`src/inc/tic_pkg.sv`:
```
// Shared constants for the timer counter with input capture.
package tic_pkg;
  // Register byte offsets.
  localparam logic [7:0] ctrl_off      = 8'h00;
  localparam logic [7:0] edge_off      = 8'h04;
  localparam logic [7:0] count_off     = 8'h08;
  localparam logic [7:0] status_off    = 8'h0c;
  localparam logic [7:0] clear_off     = 8'h10;
  localparam logic [7:0] enable_off    = 8'h14;
  localparam logic [7:0] pins_off      = 8'h18;
  localparam logic [7:0] cap_base_off  = 8'h20;
  localparam logic [7:0] cc4_write_off = 8'h30;
  localparam logic [7:0] pin_out_off   = 8'h34;
  // Control register fields.
  localparam int prescale_lo_bit = 0;
  localparam int sel4_bit        = 2;
  localparam int dir_bit         = 3;
  // Status bits: four captures then overflow.
  localparam int ovf_bit         = 4;
  localparam int num_flags       = 5;
  localparam int num_chan        = 4;
  localparam logic [15:0] count_reset = 16'h0000;
  localparam logic [15:0] compare_reset = 16'hffff;
  // Prescale division ratios.
  localparam logic [4:0] div_1  = 5'h01;
  localparam logic [4:0] div_4  = 5'h04;
  localparam logic [4:0] div_8  = 5'h08;
  localparam logic [4:0] div_16 = 5'h10;
  // Edge select encodings.
  localparam logic [1:0] edge_off_code  = 2'h0;
  localparam logic [1:0] edge_rise_code = 2'h1;
  localparam logic [1:0] edge_fall_code = 2'h2;
  localparam logic [1:0] edge_any_code  = 2'h3;
  // Bus responses.
  localparam logic [1:0] resp_okay   = 2'h0;
  localparam logic [1:0] resp_slverr = 2'h2;
endpackage : tic_pkg

```
`src/hdl/tic_prescaler.sv`:
```
// Prescaler producing the counter increment tick.
`timescale 1ns/1ps
module tic_prescaler (
  // Clock and reset.
  input  wire logic       aclk,
  input  wire logic       aresetn,
  // Ratio select.
  input  wire logic [1:0] sel,
  // Increment tick.
  output logic            tick
);
  logic [4:0] cnt_reg;
  logic [4:0] ratio;

  // Ratio decode: 00, 01, 10, 11 give 1, 4, 8, 16.
  always_comb begin
    case (sel)
      2'h0:    ratio = tic_pkg::div_1;
      2'h1:    ratio = tic_pkg::div_4;
      2'h2:    ratio = tic_pkg::div_8;
      default: ratio = tic_pkg::div_16;
    endcase
  end

  // The ratio compare uses >= so a mid-run ratio change never stalls the chain.
  always_ff @(posedge aclk) begin
    if (!aresetn) begin
      cnt_reg <= 5'h00;
    end else if (cnt_reg + 5'h01 >= ratio) begin
      cnt_reg <= 5'h00;
    end else begin
      cnt_reg <= cnt_reg + 5'h01;
    end
  end

  assign tick = aresetn && (cnt_reg + 5'h01 >= ratio);
endmodule : tic_prescaler

```
`src/hdl/tic_edge_detect.sv`:
```
// Pin synchroniser and selectable edge detector for one capture channel.
`timescale 1ns/1ps
module tic_edge_detect (
  // Clock and reset.
  input  wire logic       aclk,
  input  wire logic       aresetn,
  // Pin and mode.
  input  wire logic       pin,
  input  wire logic [1:0] mode,
  // Results.
  output logic            level,
  output logic            hit
);
  logic sync1_reg;
  logic sync2_reg;
  logic prev_reg;

  // Two-stage synchroniser, then one history stage for edge finding.
  always_ff @(posedge aclk) begin
    if (!aresetn) begin
      sync1_reg <= 1'b0;
      sync2_reg <= 1'b0;
      prev_reg  <= 1'b0;
    end else begin
      sync1_reg <= pin;
      sync2_reg <= sync1_reg;
      prev_reg  <= sync2_reg;
    end
  end

  assign level = sync2_reg;
  // Edge decode per mode.
  always_comb begin
    case (mode)
      tic_pkg::edge_rise_code: hit = sync2_reg && !prev_reg;
      tic_pkg::edge_fall_code: hit = !sync2_reg && prev_reg;
      tic_pkg::edge_any_code:  hit = sync2_reg ^ prev_reg;
      default:                 hit = 1'b0;
    endcase
  end
endmodule : tic_edge_detect

```
`src/hdl/tic_timer_capture.sv`:
```
// Free-running timer with four input capture channels and AXI4-Lite registers.
// Notes on behaviour
// - Prescaler divides clock by 1, 4, 8, 16.
// - Sixteen-bit up-counter starting at zero after reset.
// - Wrap to zero, flag overflow, keep counting.
// - Software cannot load, reset or halt counter.
// - Each channel latches count on selected edge.
// - Synchronise edges; capture on same edge counter moves.
// - Pin levels readable at any time.
// - Shared pin captures only when select set.
// - Shared pin direction resets to input.
// - Driven shared pin edges still trigger captures.
// - Writes to shared register ignored while capturing.
// - Edge codes: off, rising, falling, both.
// - Four edge fields reset to disabled.
// - Channels independent; same period gives same count.
// - Each function has own flag and enable.
// - Whole count moved at once; no reset.
// - High read blocks capture one cycle, delays.
`timescale 1ns/1ps
module tic_timer_capture (
  // Clock and reset.
  input  wire logic        aclk,
  input  wire logic        aresetn,
  // AXI4-Lite write address.
  input  wire logic [7:0]  s_axi_awaddr,
  input  wire logic        s_axi_awvalid,
  output logic             s_axi_awready,
  // AXI4-Lite write data.
  input  wire logic [31:0] s_axi_wdata,
  input  wire logic [3:0]  s_axi_wstrb,
  input  wire logic        s_axi_wvalid,
  output logic             s_axi_wready,
  // AXI4-Lite write response.
  output logic [1:0]       s_axi_bresp,
  output logic             s_axi_bvalid,
  input  wire logic        s_axi_bready,
  // AXI4-Lite read address.
  input  wire logic [7:0]  s_axi_araddr,
  input  wire logic        s_axi_arvalid,
  output logic             s_axi_arready,
  // AXI4-Lite read data.
  output logic [31:0]      s_axi_rdata,
  output logic [1:0]       s_axi_rresp,
  output logic             s_axi_rvalid,
  input  wire logic        s_axi_rready,
  // Capture pins; bit 3 is the shared pin.
  input  wire logic [3:0]  capture_pins,
  output logic             shared_capture_pin_o,
  output logic             shared_capture_pin_oe,
  // Interrupt.
  output logic             irq
);
  localparam int nc = tic_pkg::num_chan;
  localparam int nf = tic_pkg::num_flags;

  logic [15:0]   free_running_count_reg;
  logic [3:0]    ctrl_reg;
  logic [7:0]    timer_edge_control_reg;
  logic [nf-1:0] status_reg;
  logic [nf-1:0] enable_reg;
  logic [15:0]   cap_reg [nc];
  logic [15:0]   cc4_store_reg;
  logic          pin_out_reg;
  logic [nc-1:0] pend_reg;
  logic [nc-1:0] block_reg;
  logic [nc-1:0] hit;
  logic [nc-1:0] lvl;
  logic [nc-1:0] take;
  logic          tick;
  logic          fourth_capture_select;
  logic          shared_pin_direction;
  logic          aw_held_reg;
  logic          w_held_reg;
  logic [7:0]    awaddr_reg;
  logic [31:0]   wdata_reg;
  logic [3:0]    wstrb_reg;
  logic          wr_fire;
  logic          rd_fire;
  logic [nf-1:0] clear_mask;
  logic [31:0]   rd_value;
  logic          rd_ok;
  logic          wr_ok;

  assign fourth_capture_select = ctrl_reg[tic_pkg::sel4_bit];
  assign shared_pin_direction  = ctrl_reg[tic_pkg::dir_bit];

  // Counter tick source.
  tic_prescaler u_prescaler (
    .aclk    (aclk),
    .aresetn (aresetn),
    .sel     (ctrl_reg[tic_pkg::prescale_lo_bit +: 2]),
    .tick    (tick)
  );

  // One edge detector per channel; channel 3 needs the select bit set.
  genvar g;
  generate
    for (g = 0; g < nc; g++) begin : g_chan
      logic [1:0] mode;
      assign mode = (g == nc - 1 && !fourth_capture_select) ? tic_pkg::edge_off_code
                  : timer_edge_control_reg[2*g +: 2];
      tic_edge_detect u_edge (
        .aclk    (aclk),
        .aresetn (aresetn),
        .pin     (capture_pins[g]),
        .mode    (mode),
        .level   (lvl[g]),
        .hit     (hit[g])
      );
      // A held-off capture stays pending and is taken the next cycle.
      assign take[g] = (hit[g] || pend_reg[g]) && !block_reg[g];

      always_ff @(posedge aclk) begin
        if (!aresetn) begin
          pend_reg[g] <= 1'b0;
        end else begin
          pend_reg[g] <= (hit[g] || pend_reg[g]) && block_reg[g];
        end
      end

      // Captures are not cleared by reset and sample the count on the
      // same edge it moves on, taking the value held before the step.
      always_ff @(posedge aclk) begin
        if (take[g]) begin
          cap_reg[g] <= free_running_count_reg;
        end
      end
    end
  endgenerate

  // Free-running counter; no bus path touches it.
  always_ff @(posedge aclk) begin
    if (!aresetn) begin
      free_running_count_reg <= tic_pkg::count_reset;
    end else if (tick) begin
      free_running_count_reg <= free_running_count_reg + 16'h0001;
    end
  end

  // Bus handshakes: address and data captured in either order.
  assign wr_fire = aw_held_reg && w_held_reg && !s_axi_bvalid;
  assign rd_fire = s_axi_arvalid && s_axi_arready;

  always_ff @(posedge aclk) begin
    if (!aresetn) begin
      aw_held_reg   <= 1'b0;
      w_held_reg    <= 1'b0;
      awaddr_reg    <= 8'h00;
      wdata_reg     <= 32'h0000_0000;
      wstrb_reg     <= 4'h0;
      s_axi_awready <= 1'b0;
      s_axi_wready  <= 1'b0;
      s_axi_bvalid  <= 1'b0;
      s_axi_bresp   <= tic_pkg::resp_okay;
    end else begin
      s_axi_awready <= !aw_held_reg && !s_axi_awready && s_axi_awvalid;
      s_axi_wready  <= !w_held_reg && !s_axi_wready && s_axi_wvalid;
      if (s_axi_awvalid && s_axi_awready) begin
        aw_held_reg <= 1'b1;
        awaddr_reg  <= s_axi_awaddr;
      end
      if (s_axi_wvalid && s_axi_wready) begin
        w_held_reg <= 1'b1;
        wdata_reg  <= s_axi_wdata;
        wstrb_reg  <= s_axi_wstrb;
      end
      if (wr_fire) begin
        aw_held_reg  <= 1'b0;
        w_held_reg   <= 1'b0;
        s_axi_bvalid <= 1'b1;
        s_axi_bresp  <= wr_ok ? tic_pkg::resp_okay : tic_pkg::resp_slverr;
      end else if (s_axi_bready) begin
        s_axi_bvalid <= 1'b0;
      end
    end
  end

  // Write decode; the count register is read-only.
  always_comb begin
    case (awaddr_reg)
      tic_pkg::ctrl_off, tic_pkg::edge_off, tic_pkg::clear_off,
      tic_pkg::enable_off, tic_pkg::cc4_write_off, tic_pkg::pin_out_off: wr_ok = 1'b1;
      default: wr_ok = 1'b0;
    endcase
  end

  // Control, edge, enable and shared-pin registers.
  always_ff @(posedge aclk) begin
    if (!aresetn) begin
      ctrl_reg               <= 4'h0;
      timer_edge_control_reg <= 8'h00;
      enable_reg             <= '0;
      cc4_store_reg          <= tic_pkg::compare_reset;
      pin_out_reg            <= 1'b0;
    end else if (wr_fire && wstrb_reg[0]) begin
      case (awaddr_reg)
        tic_pkg::ctrl_off:    ctrl_reg <= wdata_reg[3:0];
        tic_pkg::edge_off:    timer_edge_control_reg <= wdata_reg[7:0];
        tic_pkg::enable_off:  enable_reg <= wdata_reg[nf-1:0];
        tic_pkg::pin_out_off: pin_out_reg <= wdata_reg[0];
        tic_pkg::cc4_write_off: begin
          if (!fourth_capture_select) begin
            cc4_store_reg <= wdata_reg[15:0];
          end
        end
        default: ;
      endcase
    end
  end

  // Driving the shared pin feeds back through the pin input, so toggles
  // capture like external edges.
  always_ff @(posedge aclk) begin
    if (!aresetn) begin
      shared_capture_pin_oe <= 1'b0;
      shared_capture_pin_o  <= 1'b0;
    end else begin
      shared_capture_pin_oe <= shared_pin_direction;
      shared_capture_pin_o  <= pin_out_reg;
    end
  end

  assign clear_mask = (wr_fire && wstrb_reg[0] && awaddr_reg == tic_pkg::clear_off)
                    ? wdata_reg[nf-1:0] : '0;

  // Sticky flags; a new event wins over a simultaneous clear.
  always_ff @(posedge aclk) begin
    if (!aresetn) begin
      status_reg <= '0;
    end else begin
      status_reg <= (status_reg & ~clear_mask)
                  | {tick && (free_running_count_reg == 16'hffff), take};
    end
  end

  always_ff @(posedge aclk) begin
    if (!aresetn) begin
      irq <= 1'b0;
    end else begin
      irq <= |(status_reg & enable_reg);
    end
  end

  // Read mux; capture words carry the high byte in bits 15:8.
  always_comb begin
    rd_value = 32'h0000_0000;
    rd_ok    = 1'b1;
    case (s_axi_araddr)
      tic_pkg::ctrl_off:    rd_value[3:0] = ctrl_reg;
      tic_pkg::edge_off:    rd_value[7:0] = timer_edge_control_reg;
      tic_pkg::count_off:   rd_value[15:0] = free_running_count_reg;
      tic_pkg::status_off:  rd_value[nf-1:0] = status_reg;
      tic_pkg::enable_off:  rd_value[nf-1:0] = enable_reg;
      tic_pkg::pins_off:    rd_value[3:0] = lvl;
      tic_pkg::pin_out_off: rd_value[0] = pin_out_reg;
      tic_pkg::cc4_write_off: begin
        rd_value[15:0] = fourth_capture_select ? cap_reg[nc-1] : cc4_store_reg;
      end
      tic_pkg::cap_base_off:         rd_value[15:0] = cap_reg[0];
      tic_pkg::cap_base_off + 8'h04: rd_value[15:0] = cap_reg[1];
      tic_pkg::cap_base_off + 8'h08: rd_value[15:0] = cap_reg[2];
      tic_pkg::cap_base_off + 8'h0c: rd_value[15:0] = cap_reg[3];
      tic_pkg::clear_off:   rd_value = 32'h0000_0000;
      default:              rd_ok = 1'b0;
    endcase
  end

  // Read channel; reading a capture word holds off that channel one cycle.
  always_ff @(posedge aclk) begin
    if (!aresetn) begin
      s_axi_arready <= 1'b0;
      s_axi_rvalid  <= 1'b0;
      s_axi_rdata   <= 32'h0000_0000;
      s_axi_rresp   <= tic_pkg::resp_okay;
      block_reg     <= '0;
    end else begin
      s_axi_arready <= s_axi_arvalid && !s_axi_arready && !s_axi_rvalid;
      block_reg     <= '0;
      if (rd_fire) begin
        s_axi_rvalid <= 1'b1;
        s_axi_rdata  <= rd_value;
        s_axi_rresp  <= rd_ok ? tic_pkg::resp_okay : tic_pkg::resp_slverr;
        for (int i = 0; i < nc; i++) begin
          if (s_axi_araddr == tic_pkg::cap_base_off + 8'(4 * i)) begin
            block_reg[i] <= 1'b1;
          end
        end
      end else if (s_axi_rready) begin
        s_axi_rvalid <= 1'b0;
      end
    end
  end
endmodule : tic_timer_capture

```
`config.mk`:
```
export PLATFORM = sky130hd
export DESIGN_NAME = tic_timer_capture
export DESIGN_NICKNAME = d
export VERILOG_FILES = /design/src/inc/tic_pkg.sv /design/src/hdl/tic_prescaler.sv /design/src/hdl/tic_edge_detect.sv /design/src/hdl/tic_timer_capture.sv
export SDC_FILE = /design/constraint.sdc
export NUM_CORES = 1
export LEC_CHECK = 0
export ABC_AREA = 1
export BUFFER_PORTS_ARGS = -buffer_cell sky130_fd_sc_hd__buf_2
export CAP_MARGIN = 20
export CORE_UTILIZATION = 40
export DETAILED_ROUTE_END_ITERATION = 7
export HOLD_SLACK_MARGIN = 0.02
export MAX_ROUTING_LAYER = met4
export PLACE_DENSITY = 0.63
export SKIP_CTS_REPAIR_TIMING = 1
export SLEW_MARGIN = 25
export SYNTH_ARGS = -nofsm -noshare
export SYNTH_HDL_FRONTEND = slang
export SYNTH_HIERARCHICAL = 1
export SYNTH_SLANG_ARGS = --single-unit
```
`constraint.sdc`:
```
create_clock -name aclk -period 3.18 [get_ports aclk]
set_input_delay 0.636 -clock aclk [delete_from_list [all_inputs] [get_ports aclk]]
set_output_delay 0.636 -clock aclk [all_outputs]
set_load 0.03 [all_outputs]
```
==> load_flow_metrics.sql <==
INSERT INTO impl_metrics (metric_group, metric, value, unit) VALUES
('sta', 'timing_max_transition_violations_final', '0', ''),
('grt', 'overflow', '0', ''),
('detailed_routing', 'num_vias', '6954', ''),
('sta', 'number_of_failing_setup_endpoints_in_the_final_timing_report', '0', ''),
('detailed_routing', 'totalWireLength', '21400', 'um'),
('synth', 'synth_simple_gate_area_share', '22.4', '%'),
('detailed_routing', 'drtIter0Drc', '461', ''),
('worst_setup_path', 'worstPathCellList', 'ha_1 -> nand3_1 -> xor2_2 -> ha_1 -> nand2_1 -> inv_1 -> nand2_1 -> a31oi_1 -> inv_1 -> nor2_1 -> nand2_1 -> nor2_1 -> nand3_1 -> o21ai_0 -> a21oi_1', ''),
('sta', 'hold_viol', '0', ''),
('clocking', 'cts.sink_count', '197', ''),
('grt', 'grt_max_degree', '98', ''),
('synth', 'yosys_register_bits', '197', ''),
('clocking', 'cts.htree.levels', '4', ''),
('die', 'num_io_pins', '107', ''),
('power_and_ir_drop', 'vdd_ir_drop_max', '0.399', 'mV'),
('synth', 'asyncSetResetFlopFracSynth', '0', '%'),
('die', 'floorplan.die.width', '148', 'um'),
('synth', 'synth-edff-count', '64', ''),
('sta', 'final_critical_path_required_period', '2900', 'ps'),
('finish', 'filler_cell_count', '2113', ''),
('sta', 'tightest_slew', '916', 'ps'),
('sta', 'fmaxAchievable', '345', 'MHz'),
('clocking', 'clkLatencyLatePin', '440', 'ps'),
('worst_setup_path', 'cp_data_arrival_time', '3220', 'ps'),
('placed_design', 'place.detailed.hpwl', '14600', 'um'),
('worst_setup_path', 'critPathKind', 'register to register', ''),
('synth', 'synthesis.yosys.warnings', '6', ''),
('sta', 'rsz_0062_raised_after_global_routing', 'false', ''),
('grt', 'grt_antenna_before_repair', '0', ''),
('synth', 'synthAdderAreaFrac', '2.05', '%'),
('worst_setup_path', 'critical_path_required', '3510', 'ps'),
('run_status', 'run_status', 'finished, final reports clean', ''),
('finish', 'synthToLayoutAreaGrowth', '13.4', '%'),
('power_and_ir_drop', 'total_leakage_power', '4.13', 'nW'),
('sta', 'aggregate_negative_setup_slack', '0', 'ps'),
('synth', 'post_synth_main_area_contributors', 'sky130_fd_sc_hd__dfxtp_1 (31%), sky130_fd_sc_hd__edfxtp_1 (22%), sky130_fd_sc_hd__nand2_1 (9.3%)', ''),
('finish', 'post_route_cells_drive_above_1_share', '12.9', '%'),
('finish', 'nNetsFinal', '1176', ''),
('run', 'maxCapViolations', '0', ''),
('worst_setup_path', 'critPathSlowestCell', 'sky130_fd_sc_hd__dfxtp_1', ''),
('sta', 'finalClockSkew', '12.3', 'ps'),
('grt', 'globalRouteTotalUtil', '20.6', '%'),
('finish', 'final_cell_area', '0.00970', 'mm^2'),
('worst_setup_path', 'setup.worst_path.end_class', 'register', ''),
('synth', 'avgSynthCellArea', '8.29', 'um^2'),
('synth', 'postSynth.topFlopCell', 'sky130_fd_sc_hd__dfxtp_1', ''),
('synth', 'synth_compound_gate_area_share', '12.1', '%'),
('grt', 'grt_first_pass_wirelength', '33300', 'um'),
('finish', 'multiInputGateArea', '0.00327', 'mm^2'),
('synth', 'post_synth_inst_count', '1032', ''),
('sta', 'period_share', '91.1', '%'),
('placed_design', 'detailed_place.area', '0.00915', 'mm^2'),
('synth', 'yosys.cell_types.count', '39', ''),
('detailed_routing', 'drt-pass1-iter-count', '5', ''),
('die', 'core_region_area', '0.0210', 'mm^2'),
('worst_setup_path', 'cp_dominant_cell_by_count', 'sky130_fd_sc_hd__nand2_1', ''),
('grt', 'via_count_of_the_first_global_routing_pass', '6270', ''),
('synth', 'yosys-mux-area-fraction', '0', '%'),
('clocking', 'worst_setup_hold_path_clk_slew', '70', 'ps'),
('power_and_ir_drop', 'power.density_cell_area', '509', 'mW/mm^2'),
('worst_setup_path', 'critical_path.startpoint_type', 'register', ''),
('clocking', 'cts_tree', 'yes', ''),
('die', 'placement_rows', '53', ''),
('finish', 'num_antenna_cells', '0', ''),
('detailed_routing', 'route.detailed.wl_per_inst', '15.4', 'um'),
('worst_hold_path', 'hold_path.class', 'input pin to register', ''),
('synth', 'top_post_synthesis_cells_by_count', 'sky130_fd_sc_hd__nand2_1 (213), sky130_fd_sc_hd__dfxtp_1 (133), sky130_fd_sc_hd__inv_1 (113)', ''),
('detailed_routing', 'vias_per_cell', '5.01', ''),
('synth', 'synth_xor_xnor_area_share', '0.892', '%'),
('clocking', 'cts_root_buf', 'sky130_fd_sc_hd__clkbuf_16', ''),
('detailed_routing', 'drt.antenna.violating_nets', '0', '');
==> critical path: cells and delay by family (launching register included) <==
family                   cells  cell delay, ps
adder cells (fa/ha/maj)      2             510
AND/OR/NAND/NOR              7             920
XOR/XNOR                     1             180
AO/OA/AOI/OAI                3             550
flip-flops                   1             400
buffers and inverters        2             230
==> final cells by class <==
cell class / instances / area share [%]
Timing Repair Buffer: 87 / 5.08
Multi-Input combinational cell: 674 / 33.7
Clock buffer: 19 / 4.57
Tap cell: 275 / 3.55
Sequential cell: 197 / 47.3
Inverter: 122 / 4.72
Clock inverter: 13 / 1.10
==> cell families after synthesis <==
logic type,after synthesis
AO/OA/AOI/OAI,191
other,1
adder cells (fa/ha/maj),14
AND/OR/NAND/NOR,444
flip-flops,197
XOR/XNOR,7
buffers and inverters,178
==> per-stage QoR <==
step / instances / util (%) / total power, mW / hold slack [ps] / setup WS, ps
floorplan: 1049 / - / 2.88 / 386 / 586
global placement: 1355 / 43.5 / 2.95 / 392 / 299
detailed placement: 1355 / 43.5 / 2.95 / 398 / 232
CTS: 1387 / 46.1 / 4.97 / 371 / 228
global route: 1387 / 46.1 / 5.10 / 371 / 31.6
finish: 1387 / 46.1 / 4.94 / 383 / 282
==> where the power goes <==
group / internal, mW / total (mW) / switching (mW)
clock network: 1.10 / 2.05 / 0.950
registers: 2.62 / 2.64 / 0.0247
logic: 0.0727 / 0.255 / 0.182
==> routing by layer <==
| layer | up-vias | part of all wire (%) | GRT usage [%] |
|---|---|---|---|
| met4 | 0 | 1.2 | 5.62 |
| li1 | 3497 | - | - |
| met1 | 3210 | 47 | 28.1 |
| met5 | - | 0 | - |
| met2 | 230 | 45 | 31.2 |
| met3 | 17 | 7.3 | 3.90 |
==> cells in the final DEF (no fill, tap or decap), drive strengths merged, types with 2 or more instances in the layout <==
master	n
inv	123
xnor2	2
a21oi	86
a211oi	5
clkbuf	19
clkinv	8
clkinvlp	3
buf	87
nand3	98
ha	14
dfxtp	133
nand2	217
nand4	5
o211ai	17
nor2	104
conb	18
o21ai	76
a31oi	2
a41oi	2
xor2	5
nor3	17
edfxtp	64
==> worst paths after layout <==
kind | from | to | slack (ps) | cells past startpoint
min | capture_pins[0] | g_chan[0].u_edge/sync1_reg | 380 | 3
max | u_prescaler/cnt_reg[0] | free_running_count_reg[12] | 280 | 15
max reg2reg | u_prescaler/cnt_reg[0] | free_running_count_reg[12] | 280 | 15
min reg2reg | g_chan[1].u_edge/sync1_reg | g_chan[1].u_edge/level | 410 | 2
Note: power is estimated with default switching activity, not from simulation.
